## config.mk

```make
export PLATFORM = sky130hd
export DESIGN_NAME = interrupt_entry_return_sequencer
export DESIGN_NICKNAME = d
export VERILOG_FILES = /design/src/verilog/irq_seq_pkg.sv /design/src/verilog/interrupt_entry_return_sequencer.sv /design/src/verilog/ext_edge_detect.sv /design/src/verilog/prio_arbiter.sv
export SDC_FILE = /design/constraint.sdc
export NUM_CORES = 1
export LEC_CHECK = 0
export BUFFER_PORTS_ARGS = -buffer_cell sky130_fd_sc_hd__buf_2
export CORE_ASPECT_RATIO = 1.2
export CORE_UTILIZATION = 49
export DETAILED_ROUTE_END_ITERATION = 10
export GPL_TIMING_DRIVEN = 0
export PLACE_DENSITY_LB_ADDON = 0.12
export SETUP_SLACK_MARGIN = 0.15
export SLEW_MARGIN = 40
export SYNTH_ARGS = -nofsm -noshare
export SYNTH_HDL_FRONTEND = slang
export SYNTH_SLANG_ARGS = --single-unit
```

## constraint.sdc

```tcl
create_clock -name clock -period 32.4 [get_ports clock]
set_input_delay 1.62 -clock clock [delete_from_list [all_inputs] [get_ports clock]]
set_output_delay 1.62 -clock clock [all_outputs]
set_load 0.1 [all_outputs]
```

## src/verilog/irq_seq_pkg.sv

```systemverilog
// Purpose: Shared constants and types for the interrupt entry and return sequencer.
// Assumes: One clock edge per instruction cycle.
// Notes:   Widths and timing counts used by more than one file live here.
package irq_seq_pkg;

  // Peripheral source count.
  localparam int unsigned NUM_SOURCES    = 16;
  // Number of external interrupt pins.
  localparam int unsigned NUM_EXT_PINS   = 5;
  // Priority width.
  localparam int unsigned PRIO_W         = 3;
  // Width of a source index.
  localparam int unsigned IDX_W          = 4;
  // Program counter width.
  localparam int unsigned PC_W           = 24;
  // Status low byte width.
  localparam int unsigned SRL_W          = 8;
  // Field value while nesting is disabled.
  localparam logic [2:0]  PRIO_NEST_OFF  = 3'h7;
  // Disabled priority level.
  localparam logic [2:0]  PRIO_DISABLED  = 3'h0;
  // Bus master priority for CPU top precedence.
  localparam logic [2:0]  MASTER_TOP     = 3'h0;
  // Entry sequence length in instruction cycles.
  localparam logic [3:0]  ENTRY_CYCLES   = 4'ha;
  // Return cycles before resume.
  localparam logic [3:0]  RETURN_CYCLES  = 4'h3;
  // Exception time, fixed mode.
  localparam logic [3:0]  EXC_FIXED      = 4'hd;
  // Exception time, variable mode minimum.
  localparam logic [3:0]  EXC_VAR_MIN    = 4'h9;
  // Latency-mode reset value: fixed.
  localparam logic        LAT_MODE_RESET = 1'b0;
  // Nesting-disable reset value: enabled.
  localparam logic        NEST_DIS_RESET = 1'b0;

  // Sequencer states.
  typedef enum logic [1:0] {
    ST_RUN    = 2'b00,
    ST_ENTRY  = 2'b01,
    ST_RETURN = 2'b10,
    ST_SLEEP  = 2'b11
  } seq_state_t;

endpackage : irq_seq_pkg

```

## src/verilog/interrupt_entry_return_sequencer.sv

```systemverilog
// Purpose: Prioritised interrupt acceptance, context save, vector fetch and return sequencing.
// Assumes: One clock edge is one instruction cycle; the core drives the op strobes.
// Notes:   Flags are set by sources and edges, cleared by software and on acceptance; set wins.
// Behaviour
// - Sample flags every cycle, then compare priorities.
// - Flag interrupts only when its enable set.
// - Current instruction always completes before service.
// - Present only priority strictly above CPU field.
// - Push PC, status low, upper bit, frame bit.
// - Load accepted priority into CPU priority field.
// - Return pops context, restoring prior priority.
// - Nesting enabled at reset; higher preempts.
// - Nesting disabled forces field to seven.
// - Field read-only while nesting disabled.
// - Pending enabled source wakes sleeping core.
// - After wake, vector if above level, else resume.
// - Priority zero source disabled, cannot wake.
// - Pin zero edge also requests conversion.
// - Five pins, per-pin edge polarity select.
// - Entry takes ten cycles, first completes instruction.
// - Cycle two buffers context; three fetches vector.
// - Same latency for one and two-cycle instructions.
// - Return pops two cycles, fetch, resumes fourth.
// - Latency bit zero fixed, needs top master.
// - Fixed mode adds cycle for listed accesses; code adds it whenever the latency bit is zero, whatever the master.
// - Exception time 13 fixed, 9-13 variable.
// - Upper bit above field forms four-bit level.
// - Source bits ordered by vector number.
`timescale 1ns/1ps
module interrupt_entry_return_sequencer #(
  parameter int unsigned NSRC = irq_seq_pkg::NUM_SOURCES,
  parameter int unsigned NPIN = irq_seq_pkg::NUM_EXT_PINS
) (
  input  wire logic              clock,
  input  wire logic              sys_rst,
  // Request pulses in vector order; pins on low bits.
  input  wire logic [NSRC-1:0]   srcRequest,
  // Flag clears.
  input  wire logic [NSRC-1:0]   flagClear,
  // Enables.
  input  wire logic [NSRC-1:0]   irqEnableRegs,
  // Priorities, three bits each.
  input  wire logic [NSRC*3-1:0] srcPriority,
  // Pins and polarity (1 = falling).
  input  wire logic [NPIN-1:0]   extPin,
  input  wire logic [NPIN-1:0]   extEdgePolarity,
  // Mode controls.
  input  wire logic              nestingDisable,
  input  wire logic              latencyMode,
  input  wire logic [2:0]        busMasterPriority,
  // Field write.
  input  wire logic              prioWrite,
  input  wire logic [2:0]        prioWriteData,
  // Core strobes.
  input  wire logic              instrDone,
  input  wire logic              returnFromIrqOp,
  input  wire logic              powerSaveOp,
  // Extra-cycle causes.
  input  wire logic              doubleMoveVis,
  input  wire logic              visStall,
  input  wire logic              visRepeatLast,
  // Live context.
  input  wire logic [23:0]       currentPc,
  input  wire logic [7:0]        statusLowByte,
  input  wire logic              stackFrameActive,
  // Popped context.
  input  wire logic [23:0]       popPc,
  input  wire logic [7:0]        popStatusLow,
  input  wire logic              popUpperBit,
  input  wire logic              popFrameActive,
  output logic [NSRC-1:0]        irqFlagRegs,
  output logic [2:0]             cpuPriorityField,
  output logic                   priorityUpperBit,
  output logic [3:0]             cpuLevel,
  output logic                   irqPresent,
  output logic                   wakeUp,
  output logic                   sleeping,
  output logic                   entryActive,
  output logic                   returnActive,
  output logic [3:0]             entryCycle,
  output logic                   pushValid,
  output logic [23:0]            pushPc,
  output logic [7:0]             pushStatusLow,
  output logic                   pushUpperBit,
  output logic                   pushFrameActive,
  output logic                   vectorFetch,
  output logic [3:0]             vectorIdx,
  output logic                   isrStart,
  output logic                   resumeExec,
  output logic [23:0]            restorePc,
  output logic [7:0]             restoreStatusLow,
  output logic                   restoreFrameActive,
  output logic                   convRequest,
  output logic                   fixedLatency,
  output logic [3:0]             excTime
);

  // All sequencer state.
  typedef struct packed {
    irq_seq_pkg::seq_state_t state;
    logic [NSRC-1:0] flags;
    logic [2:0]      prio;
    logic            upper;
    logic [3:0]      cyc;
    logic [3:0]      entryLen;
    logic [3:0]      idx;
    logic [2:0]      acceptPrio;
    logic [23:0]     tmpPc;
    logic [7:0]      tmpSrl;
    logic            pushV;
    logic [23:0]     pushPcR;
    logic [7:0]      pushSrlR;
    logic            pushUp;
    logic            pushSfa;
    logic            vecF;
    logic            isrS;
    logic            resume;
    logic [23:0]     rPc;
    logic [7:0]      rSrl;
    logic            rSfa;
    logic            conv;
    logic            wake;
    logic [3:0]      excT;
  } seq_t;

  seq_t stateReg;   // Registered state.
  seq_t stateNext;  // Next state.

  logic [NPIN-1:0] pinEdge;   // Edge pulses from the external pins.
  logic [NSRC-1:0] pending;   // Flag and enable.
  logic            anyValid;  // Some enabled nonzero-priority source pending.
  logic [3:0]      winIdx;    // Winning source.
  logic [2:0]      winPrio;   // Winning priority.
  logic [NSRC-1:0] extSet;    // Pin edges aligned onto source bits.
  logic            extra;     // One extra entry cycle needed while the latency bit is zero.

  // Pin edges; pin zero also feeds the converter.
  ext_edge_detect #(.PINS(NPIN)) u_edges (
    .clock        (clock),
    .sys_rst      (sys_rst),
    .pinIn        (extPin),
    .edgePolarity (extEdgePolarity),
    .edgeSeen     (pinEdge)
  );

  // Index 0 has the top natural order.
  prio_arbiter #(.N(NSRC)) u_arb (
    .pending    (pending),
    .priorities (srcPriority),
    .anyValid   (anyValid),
    .winIdx     (winIdx),
    .winPrio    (winPrio)
  );

  // Place pin edges on the lowest source bits.
  always_comb begin
    extSet = '0;
    extSet[NPIN-1:0] = pinEdge;
  end

  assign pending = stateReg.flags & irqEnableRegs;
  assign extra   = doubleMoveVis | visStall | visRepeatLast;

  // Sequencer next-state logic.
  always_comb begin
    stateNext        = stateReg;
    stateNext.pushV  = 1'b0;
    stateNext.vecF   = 1'b0;
    stateNext.isrS   = 1'b0;
    stateNext.resume = 1'b0;
    stateNext.conv   = pinEdge[0];
    // Flags sampled every cycle; set beats clear.
    stateNext.flags = (stateReg.flags & ~flagClear) | srcRequest | extSet;
    stateNext.wake  = anyValid;
    // Exception time follows the latency mode every cycle.
    stateNext.excT  = fixedLatency ? irq_seq_pkg::EXC_FIXED : irq_seq_pkg::EXC_VAR_MIN;
    // Software may write the field only while nesting is enabled.
    if (prioWrite && !nestingDisable && stateReg.state == irq_seq_pkg::ST_RUN) begin
      stateNext.prio = prioWriteData;
    end
    case (stateReg.state)
      irq_seq_pkg::ST_RUN: begin
        // Strict compare; the upper bit masks all users.
        if (anyValid && !stateReg.upper && winPrio > stateReg.prio && instrDone) begin
          stateNext.state      = irq_seq_pkg::ST_ENTRY;
          stateNext.cyc        = 4'h1;
          stateNext.idx        = winIdx;
          stateNext.acceptPrio = winPrio;
          // Same length for any instruction; extras whenever the latency bit is zero.
          stateNext.entryLen   = (!latencyMode && extra) ? irq_seq_pkg::ENTRY_CYCLES + 4'h1
                                                         : irq_seq_pkg::ENTRY_CYCLES;
          stateNext.flags[winIdx] = srcRequest[winIdx] | extSet[winIdx];
        end else if (returnFromIrqOp) begin
          stateNext.state = irq_seq_pkg::ST_RETURN;
          stateNext.cyc   = 4'h1;
        end else if (powerSaveOp) begin
          stateNext.state = irq_seq_pkg::ST_SLEEP;
        end
      end
      irq_seq_pkg::ST_ENTRY: begin
        stateNext.cyc = stateReg.cyc + 4'h1;
        if (stateReg.cyc == 4'h1) begin
          // Context copied to the buffer while a no-op runs.
          stateNext.tmpPc  = currentPc;
          stateNext.tmpSrl = statusLowByte;
        end
        if (stateReg.cyc == 4'h2) begin
          stateNext.vecF     = 1'b1;
          stateNext.pushV    = 1'b1;
          stateNext.pushPcR  = stateReg.tmpPc;
          stateNext.pushSrlR = stateReg.tmpSrl;
          stateNext.pushUp   = stateReg.upper;
          stateNext.pushSfa  = stackFrameActive;
          stateNext.prio     = nestingDisable ? irq_seq_pkg::PRIO_NEST_OFF : stateReg.acceptPrio;
        end
        if (stateReg.cyc == stateReg.entryLen - 4'h1) begin
          stateNext.isrS  = 1'b1;
          stateNext.state = irq_seq_pkg::ST_RUN;
          stateNext.cyc   = 4'h0;
        end
      end
      irq_seq_pkg::ST_RETURN: begin
        stateNext.cyc = stateReg.cyc + 4'h1;
        if (stateReg.cyc == 4'h2) begin
          // Popped context restores the level held before entry.
          stateNext.rPc   = popPc;
          stateNext.rSrl  = popStatusLow;
          stateNext.rSfa  = popFrameActive;
          stateNext.upper = popUpperBit;
          stateNext.prio  = popStatusLow[7:5];
        end
        if (stateReg.cyc == irq_seq_pkg::RETURN_CYCLES) begin
          stateNext.resume = 1'b1;
          stateNext.state  = irq_seq_pkg::ST_RUN;
          stateNext.cyc    = 4'h0;
        end
      end
      irq_seq_pkg::ST_SLEEP: begin
        // Wake to run, which vectors or continues.
        if (anyValid) begin
          stateNext.state  = irq_seq_pkg::ST_RUN;
          stateNext.resume = !(winPrio > stateReg.prio) || stateReg.upper;
        end
      end
      default: begin
        stateNext.state = irq_seq_pkg::ST_RUN;
      end
    endcase
  end

  // Synchronous reset to the idle state.
  always_ff @(posedge clock) begin
    if (sys_rst) begin
      stateReg <= '0;
    end else begin
      stateReg <= stateNext;
    end
  end

  assign irqFlagRegs = stateReg.flags;
  assign cpuPriorityField = stateReg.prio;
  assign priorityUpperBit = stateReg.upper;
  assign cpuLevel = {stateReg.upper, stateReg.prio};
  assign irqPresent = anyValid && !stateReg.upper && winPrio > stateReg.prio;
  assign wakeUp = stateReg.wake;
  assign sleeping = stateReg.state == irq_seq_pkg::ST_SLEEP;
  assign entryActive = stateReg.state == irq_seq_pkg::ST_ENTRY;
  assign returnActive = stateReg.state == irq_seq_pkg::ST_RETURN;
  assign entryCycle = stateReg.cyc;
  assign pushValid = stateReg.pushV;
  assign pushPc = stateReg.pushPcR;
  assign pushStatusLow = stateReg.pushSrlR;
  assign pushUpperBit = stateReg.pushUp;
  assign pushFrameActive = stateReg.pushSfa;
  assign vectorFetch = stateReg.vecF;
  assign vectorIdx = stateReg.idx;
  assign isrStart = stateReg.isrS;
  assign resumeExec = stateReg.resume;
  assign restorePc = stateReg.rPc;
  assign restoreStatusLow = stateReg.rSrl;
  assign restoreFrameActive = stateReg.rSfa;
  assign convRequest = stateReg.conv;
  assign fixedLatency = !latencyMode && busMasterPriority == irq_seq_pkg::MASTER_TOP;
  assign excTime = stateReg.excT;

endmodule : interrupt_entry_return_sequencer

```

## src/verilog/ext_edge_detect.sv

```systemverilog
// Purpose: Edge detector for the external interrupt pins.
// Assumes: Pins are asynchronous to the clock.
// Notes:   Three flip-flops; a change counts once the second and third agree.
`timescale 1ns/1ps
module ext_edge_detect #(
  parameter int unsigned PINS = 5
) (
  input  wire logic            clock,
  input  wire logic            sys_rst,
  input  wire logic [PINS-1:0] pinIn,
  input  wire logic [PINS-1:0] edgePolarity,
  output logic      [PINS-1:0] edgeSeen
);

  // All state of the detector in one record.
  typedef struct packed {
    logic [PINS-1:0] sync1;
    logic [PINS-1:0] sync2;
    logic [PINS-1:0] sync3;
    logic [PINS-1:0] stable;
    logic [PINS-1:0] edgeOut;
  } edge_state_t;

  edge_state_t stateReg;   // Registered state.
  edge_state_t stateNext;  // Next state.

  // Stable level moves when stages two and three agree.
  // Polarity high selects falling edges.
  always_comb begin
    stateNext       = stateReg;
    stateNext.sync1 = pinIn;
    stateNext.sync2 = stateReg.sync1;
    stateNext.sync3 = stateReg.sync2;
    for (int i = 0; i < int'(PINS); i++) begin
      stateNext.edgeOut[i] = 1'b0;
      if (stateReg.sync2[i] == stateReg.sync3[i] && stateReg.sync3[i] != stateReg.stable[i]) begin
        stateNext.stable[i]  = stateReg.sync3[i];
        stateNext.edgeOut[i] = edgePolarity[i] ? ~stateReg.sync3[i] : stateReg.sync3[i];
      end
    end
  end

  // Synchronous reset clears every stage.
  always_ff @(posedge clock) begin
    if (sys_rst) begin
      stateReg <= '0;
    end else begin
      stateReg <= stateNext;
    end
  end

  assign edgeSeen = stateReg.edgeOut;

endmodule : ext_edge_detect

```

## src/verilog/prio_arbiter.sv

```systemverilog
// Purpose: Picks the highest priority pending enabled source.
// Assumes: Source 0 has the highest natural order.
// Notes:   Purely combinational.
`timescale 1ns/1ps
module prio_arbiter #(
  parameter int unsigned N = 16
) (
  input  wire logic [N-1:0]   pending,
  input  wire logic [N*3-1:0] priorities,
  output logic                anyValid,
  output logic [3:0]          winIdx,
  output logic [2:0]          winPrio
);

  // Scan from the highest index down so the lowest index wins a tie.
  always_comb begin
    anyValid = 1'b0;
    winIdx   = 4'h0;
    winPrio  = 3'h0;
    for (int i = int'(N) - 1; i >= 0; i--) begin
      if (pending[i] && priorities[i*3 +: 3] != 3'h0 &&
          (!anyValid || priorities[i*3 +: 3] >= winPrio)) begin
        anyValid = 1'b1;
        winIdx   = 4'(i);
        winPrio  = priorities[i*3 +: 3];
      end
    end
  end

endmodule : prio_arbiter

```

Word level (Yosys, flattened, before mapping)
Cells that the tools add are included.
{"block": "classes", "add_sub_neg": 2, "n_lt_le_gt_ge": 18, "eq_ne": 22, "mux": 86, "bitwise_logic": 19, "reduce_logical": 110}
{"cell": "$mux W4", "n": 21}
{"cell": "$mux W3", "n": 20}
{"cell": "$reduce_bool A3 Y1", "n": 17}
{"cell": "$ge A3 B3 Y1", "n": 15}
{"cell": "$logic_and A1 B1 Y1", "n": 44}
{"cell": "$mux W36", "n": 1}
{"cell": "$and A16 B16 Y16", "n": 2}
{"cell": "$mux W16", "n": 2}
{"cell": "$mux W1", "n": 28}
{"cell": "$logic_not A1 Y1", "n": 19}
{"cell": "$bwmux W16", "n": 1}
{"cell": "$logic_or A1 B1 Y1", "n": 16}
{"cell": "$not A16 Y16", "n": 1}
{"cell": "$or A16 B16 Y16", "n": 1}
{"cell": "$or A16 B5 Y16", "n": 1}
{"cell": "$mux W2", "n": 6}
{"cell": "$pmux W4 S3", "n": 1}
{"cell": "$reduce_or A2 Y1", "n": 6}
{"cell": "$not A1 Y1", "n": 11}
{"cell": "$reduce_and A2 Y1", "n": 5}
{"cell": "$bmux W1 S4", "n": 2}
{"cell": "$eq A4 B2 Y1 const B", "n": 2}
{"cell": "$pmux W2 S4", "n": 1}
{"cell": "$ne A2 B1 Y1 const B", "n": 3}
{"cell": "20 further kinds", "n": 31}
{"block": "totals", "regBits": 171, "in_bits": 190, "out_inout_bits": 114}

Depth between registers and ports, before layout
{"block": "logic_depth", "ltp_word": 70, "depth_mapped": 127}

Hierarchy
From an unflattened synthesis, not the netlist that was laid out.
{"block": "hier_totals", "cells_unflattened": 1264, "hier_area_um2": 9904.5}
{"mod": "interrupt_entry_return_sequencer", "n_inst": 1, "cells_each": 821, "area_each_um2": 6546.3, "seq_area_each_um2": 2822.7}
{"mod": "prio_arbiter", "n_inst": 1, "cells_each": 366, "area_each_um2": 2501.1, "seq_area_each_um2": 0.0}
{"mod": "ext_edge_detect", "n_inst": 1, "cells_each": 77, "area_each_um2": 857.1, "seq_area_each_um2": 500.5}

Worst setup path after synthesis
Ideal clock, no wire load.
{"block": "synth_path", "path_kind": "input to output", "from": "input srcPriority[45]", "to": "output irqPresent", "arrival_time_ns": 23.751, "required_time_ns": 30.780, "slack_ns": 7.029, "cell_stages": 113, "path_buffers": 3, "cell_sequence": "and3_1 ha_1 nand2b_1 a311oi_2 o21ai_0 o31ai_1 ha_1 or3b_1 a221oi_2 or2_4 mux2_2 ha_1 nand2b_1 a21o_1 a211oi_2 or2_2 clkbuf_8 nor2_1 [77 not listed] a311oi_1 o21a_1 nand2_1 nand2_1 nand2_1 o21ai_0 ha_1 nand2b_1 a21oi_1 and2b_2 o31ai_2 o21ai_0 a21o_1 o21ai_0 ha_1 a31oi_1 o21ai_0 nor2_1"}
{"block": "synth_via", "elab_chain_len": 65}
{"item": "from (decl)", "line_no": "interrupt_entry_return_sequencer.sv:43", "rtl": "input wire logic [NSRC*3-1:0] srcPriority,"}
{"item": "$reduce_bool A3 Y1", "line_no": "prio_arbiter.sv:21", "rtl": "if (pending[i] && priorities[i*3 +: 3] != 3'h0 &&"}
{"item": "$logic_and A1 B1 Y1", "line_no": "prio_arbiter.sv:21"}
{"item": "$mux W3 or $mux W1 (tied branches)", "line_no": "prio_arbiter.sv:21"}
{"item": "$ge A3 B3 Y1 or $logic_not A1 Y1 (tied branches)", "line_no": "prio_arbiter.sv:22", "rtl": "(!anyValid || priorities[i*3 +: 3] >= winPrio)) begin"}
{"item": "$logic_or A1 B1 Y1", "line_no": "prio_arbiter.sv:22"}
{"item": "$logic_and A1 B1 Y1", "line_no": "prio_arbiter.sv:21"}
{"item": "$mux W3 or $mux W1 (tied branches)", "line_no": "prio_arbiter.sv:21"}
{"item": "$ge A3 B3 Y1 or $logic_not A1 Y1 (tied branches)", "line_no": "prio_arbiter.sv:22"}
{"item": "[49 not listed]"}
{"item": "$logic_and A1 B1 Y1", "line_no": "prio_arbiter.sv:21"}
{"item": "$mux W3 or $mux W1 (tied branches)", "line_no": "prio_arbiter.sv:21"}
{"item": "$ge A3 B3 Y1 or $logic_not A1 Y1 (tied branches)", "line_no": "prio_arbiter.sv:22"}
{"item": "$logic_or A1 B1 Y1", "line_no": "prio_arbiter.sv:22"}
{"item": "$logic_and A1 B1 Y1", "line_no": "prio_arbiter.sv:21"}
{"item": "$mux W3 or $mux W1 (tied branches)", "line_no": "prio_arbiter.sv:21"}
{"item": "$gt A3 B3 Y1 or $logic_and A1 B1 Y1 (tied branches)", "line_no": "interrupt_entry_return_sequencer.sv:264", "rtl": "assign irqPresent = anyValid && !stateReg.upper && winPrio > stateReg.prio;"}
{"item": "$logic_and A1 B1 Y1 (*)", "line_no": "interrupt_entry_return_sequencer.sv:264"}
{"item": "to (decl)", "line_no": "interrupt_entry_return_sequencer.sv:75", "rtl": "output logic irqPresent,"}
Every way passes the cells marked *; elsewhere a longest branch is shown, timed or not.

Worst setup path in the final report
{"block": "layout_path", "from": "input irqEnableRegs[15]", "to": "output irqPresent"}
{"block": "layout_via", "elab_chain_len": 65}
{"item": "from (decl)", "line_no": "interrupt_entry_return_sequencer.sv:41", "rtl": "input wire logic [NSRC-1:0] irqEnableRegs,"}
{"item": "$and A16 B16 Y16 (*)", "line_no": "interrupt_entry_return_sequencer.sv:161", "rtl": "assign pending = stateReg.flags & irqEnableRegs;"}
{"item": "$logic_and A1 B1 Y1 (*)", "line_no": "prio_arbiter.sv:21"}
{"item": "$mux W3 or $mux W1 (tied branches)", "line_no": "prio_arbiter.sv:21"}
{"item": "$ge A3 B3 Y1 or $logic_not A1 Y1 (tied branches)", "line_no": "prio_arbiter.sv:22"}
{"item": "$logic_or A1 B1 Y1", "line_no": "prio_arbiter.sv:22"}
{"item": "$logic_and A1 B1 Y1", "line_no": "prio_arbiter.sv:21"}
{"item": "$mux W3 or $mux W1 (tied branches)", "line_no": "prio_arbiter.sv:21"}
{"item": "$ge A3 B3 Y1 or $logic_not A1 Y1 (tied branches)", "line_no": "prio_arbiter.sv:22"}
{"item": "[49 not listed]"}
{"item": "$logic_and A1 B1 Y1", "line_no": "prio_arbiter.sv:21"}
{"item": "$mux W3 or $mux W1 (tied branches)", "line_no": "prio_arbiter.sv:21"}
{"item": "$ge A3 B3 Y1 or $logic_not A1 Y1 (tied branches)", "line_no": "prio_arbiter.sv:22"}
{"item": "$logic_or A1 B1 Y1", "line_no": "prio_arbiter.sv:22"}
{"item": "$logic_and A1 B1 Y1", "line_no": "prio_arbiter.sv:21"}
{"item": "$mux W3 or $mux W1 (tied branches)", "line_no": "prio_arbiter.sv:21"}
{"item": "$gt A3 B3 Y1 or $logic_and A1 B1 Y1 (tied branches)", "line_no": "interrupt_entry_return_sequencer.sv:264"}
{"item": "$logic_and A1 B1 Y1 (*)", "line_no": "interrupt_entry_return_sequencer.sv:264"}
Marked as above.

==> impl_metrics.tcl <==
set metrics [dict create \
    num_rows 57 \
    cts_setup_buffers 0 \
    crit_type "input port to output pin" \
    ios 304 \
    tritoncts "done" \
    cp.arrival_ns 26.04 \
    setup_tns_ns 0 \
    cts_htree_levels 4 \
    yosys-top-cells-area "dfxtp_1, nand2_1, a21oi_1" \
    syn-num-nets 1527 \
    worstPathRequired_ns 30.78 \
    synth_edf_count 0 \
    final_common_cell "buf_2" \
    cts_hold_buffers 0 \
    viasPerCell 5.346 \
    fin_ws_ns 4.739 \
    slowest_delay_ns 0.50 \
    pre_cts_slack_ns 4.564 \
    hold_violations 0 \
    endpoint_kind "output pin" \
    relSlewSlack_pct 45.88 \
    ant_nets 0 \
    p_clk_share_pct 27.7 \
    grt_usage_pct 27.14 \
    p_comb_share_pct 40.8 \
    syn_avg_cell_area_sq_um 7.810 \
    drt_iter0_drc 491 \
    clockBufferDepth 2 \
    drtPass1Iterations 5 \
    powerDensity_nw_per_um2 57.85 \
    fin_skew_ns 0.01417 \
    ir_drop_v 0.00004019 \
    drive_gt1_share_pct 31.22 \
    syn-cell-area_sq_um 10060 \
    internal_power_mw 0.4245 \
    mostFrequentLayoutCells "buf_2, nand2_1, dfxtp_1, a21oi_1, buf_4" \
    path_common_cell "ha_1" \
    die_h_microns 159.0 \
    cts_resized 0 \
    hold_class "flop to flop" \
    fp.dieArea_sq_um 21110 \
    worst_slew_pin_slew_ns 0.7992 \
    drv_slew 0 \
    fin_crit_sh_pct 85.37 \
    leakage_nw 5.712 \
    setup_viol_count_final 0 \
    slowest_stage "a211oi_4" \
    areaGrowthSynthToFinish_pct 24.20 \
    grt_max_degree 18 \
    grt_pass1_wl_microns 45880 \
    synth_warnings 0 \
    seqPwrFrac_pct 31.5 \
    crit_fanout 10 \
    n_fill_cell 1905 \
    cts_root_buf "clkbuf_16" \
    ys.flop_type "dfxtp_1" \
    outcome "completed" \
    clk_pin_slew_ns 0.06 \
    port_buffers 301 \
    clk_latency_ns 0.43 \
    numCtsBuffers 17 \
    power_switching_mw 0.2984 \
    grt_pass1_vias 9524 \
    maxCapViolations 0 \
    routed_wl_microns 29000 \
    crit_path_start_kind "input port" \
    core_sq_um 20180 \
    clock.fmax_ghz 0.03615 \
    grt_overflow_total 0 \
    hpwl_microns 23160 \
    start_util_pct 49.84 \
    fin_nets 1847 \
    antenna_found_initial 1 \
    ys_ff_latch 166 \
    place.gp.congestion 0.9275 \
    seq_area_frac_synth_pct 33.03 \
    finalCriticalPeriod_ns 27.66 \
    drc 0 \
    wl_per_cell_microns 15.36 \
    synth_top_area_cell "dfxtp_1" \
    rsz0062_at_grt "no" \
    syn_inst 1288 \
    cts.sinks 166 \
    die_w_microns 132.8 \
    synth_cell_types 99 \
    via_count 10090 \
    synthArstFlopShare_pct 0 \
    switching_share_pct 41.28 \
    synth_top_area_share_pct 33.03 \
]
[per-stage QoR]
stage | utilization (%) | total power, mW | instances | hold slack [ns] | instance area (sq um)
CTS | 61.84 | 0.7245 | 1886 | 0.4455 | 12480
detailed placement | 58.95 | 0.5247 | 1854 | 0.4279 | 11900
global placement | 58.95 | 0.5210 | 1854 | 0.4200 | 11900
global route | 61.89 | 0.7643 | 1887 | 0.4581 | 12490
floorplan | - | 0.4553 | 1288 | 0.4138 | 10060
finish | 61.91 | 0.7229 | 1888 | 0.4415 | 12490
[power groups by stage]
| stage | Sequential (mW) | Combinational, mW | Clock [mW] |
|---|---|---|---|
| 2_1_floorplan | 0.230 | 0.225 | 0 |
| 3_3_place_gp | 0.232 | 0.289 | 0 |
| 3_5_place_dp | 0.232 | 0.292 | 0 |
| 4_1_cts | 0.228 | 0.294 | 0.203 |
| 5_1_grt | 0.229 | 0.323 | 0.212 |
| 6_report | 0.228 | 0.295 | 0.200 |
[sequential cells by signal (all words and copies together) (netlist names), 3 cells and up]
name               cells
pushPc                24
cpuPriorityField       3
u_edges.stateReg      10
u_edges.edgeSeen       5
stateReg              39
entryCycle             4
u_edges.stateNext     10
restorePc             24
irqFlagRegs           16
vectorIdx              4
restoreStatusLow       8
pushStatusLow          8
[synth_stat cells (7+ instances only)]
| cell type | count |
|---|---|
| nand2_1 | 254 |
| dfxtp_1 | 166 |
| a21oi_1 | 164 |
| buf_4 | 101 |
| nor2_1 | 83 |
| ha_1 | 49 |
| inv_1 | 46 |
| clkbuf_1 | 40 |
| o21ai_0 | 32 |
| nor2b_1 | 30 |
| a31oi_1 | 21 |
| nor3_1 | 21 |
| nand3_1 | 20 |
| nand2b_1 | 18 |
| a21o_1 | 13 |
| o21a_1 | 13 |
| and3_1 | 11 |
| o31ai_1 | 11 |
| mux2i_1 | 10 |
| a211oi_1 | 9 |
| a311oi_1 | 7 |
| nand4_1 | 7 |
| o311a_1 | 7 |
| or3_1 | 7 |
[final timing paths]
| check | slack [ns] | end | from | cells after the start |
|---|---|---|---|---|
| setup / recovery | 4.74 | irqPresent | irqEnableRegs[15] | 116 |
| hold reg to reg | 0.44 | u_edges.stateNext[12] | u_edges.stateNext[17] | 1 |
| setup reg to reg | 6.69 | irqFlagRegs[2] | irqFlagRegs[15] | 120 |
| hold / removal | 0.44 | u_edges.stateNext[12] | u_edges.stateNext[17] | 1 |
[critical path: cells and delay by family]
kind / cells / cell delay [ns]
AO/OA/AOI/OAI: 49 / 10.97
AND/OR/NAND/NOR: 38 / 5.81
adder cells (fa/ha/maj): 17 / 4.75
buffers and inverters: 8 / 1.45
multiplexers: 4 / 1.40
[area by class of cell]
cell class	count	area (sq um)	area share, %
buffer	148	987.2	7.901
tap	265	331.6	2.654
timing repair buffer	301	1506	12.06
multi-input combinational	928	5585	44.70
clock buffer	17	425.4	3.405
clock inverter	15	157.7	1.262
antenna	2	5.005	0.04006
inverter	46	172.7	1.382
sequential	166	3323	26.60
[kinds of logic (layout without fill, tap and decap cells)]
| kind of cell | Yosys count | after routing | synth area share, % |
|---|---|---|---|
| buffers and inverters | 194 | 527 | 11.53 |
| other | 1 | 3 | 0.03728 |
| adders and majority gates | 50 | 50 | 6.194 |
| AOI/OAI and AO/OA | 360 | 360 | 24.18 |
| xor gates and xnor gates | 4 | 4 | 0.3483 |
| and+or+nand+nor | 498 | 498 | 23.12 |
| DFF | 166 | 166 | 33.03 |
| muxes | 15 | 15 | 1.555 |
[layer usage]
layer  vias up  global-route usage (%)  part of all wire, %
li1       5067                       -                    -
met1      4637                   29.52                   40
met2       331                   49.76                   51
met3        58                   6.718                  6.7
met4         0                   10.92                  3.1
met5         -                       0                    0
Power figures use the tool's default switching activity.
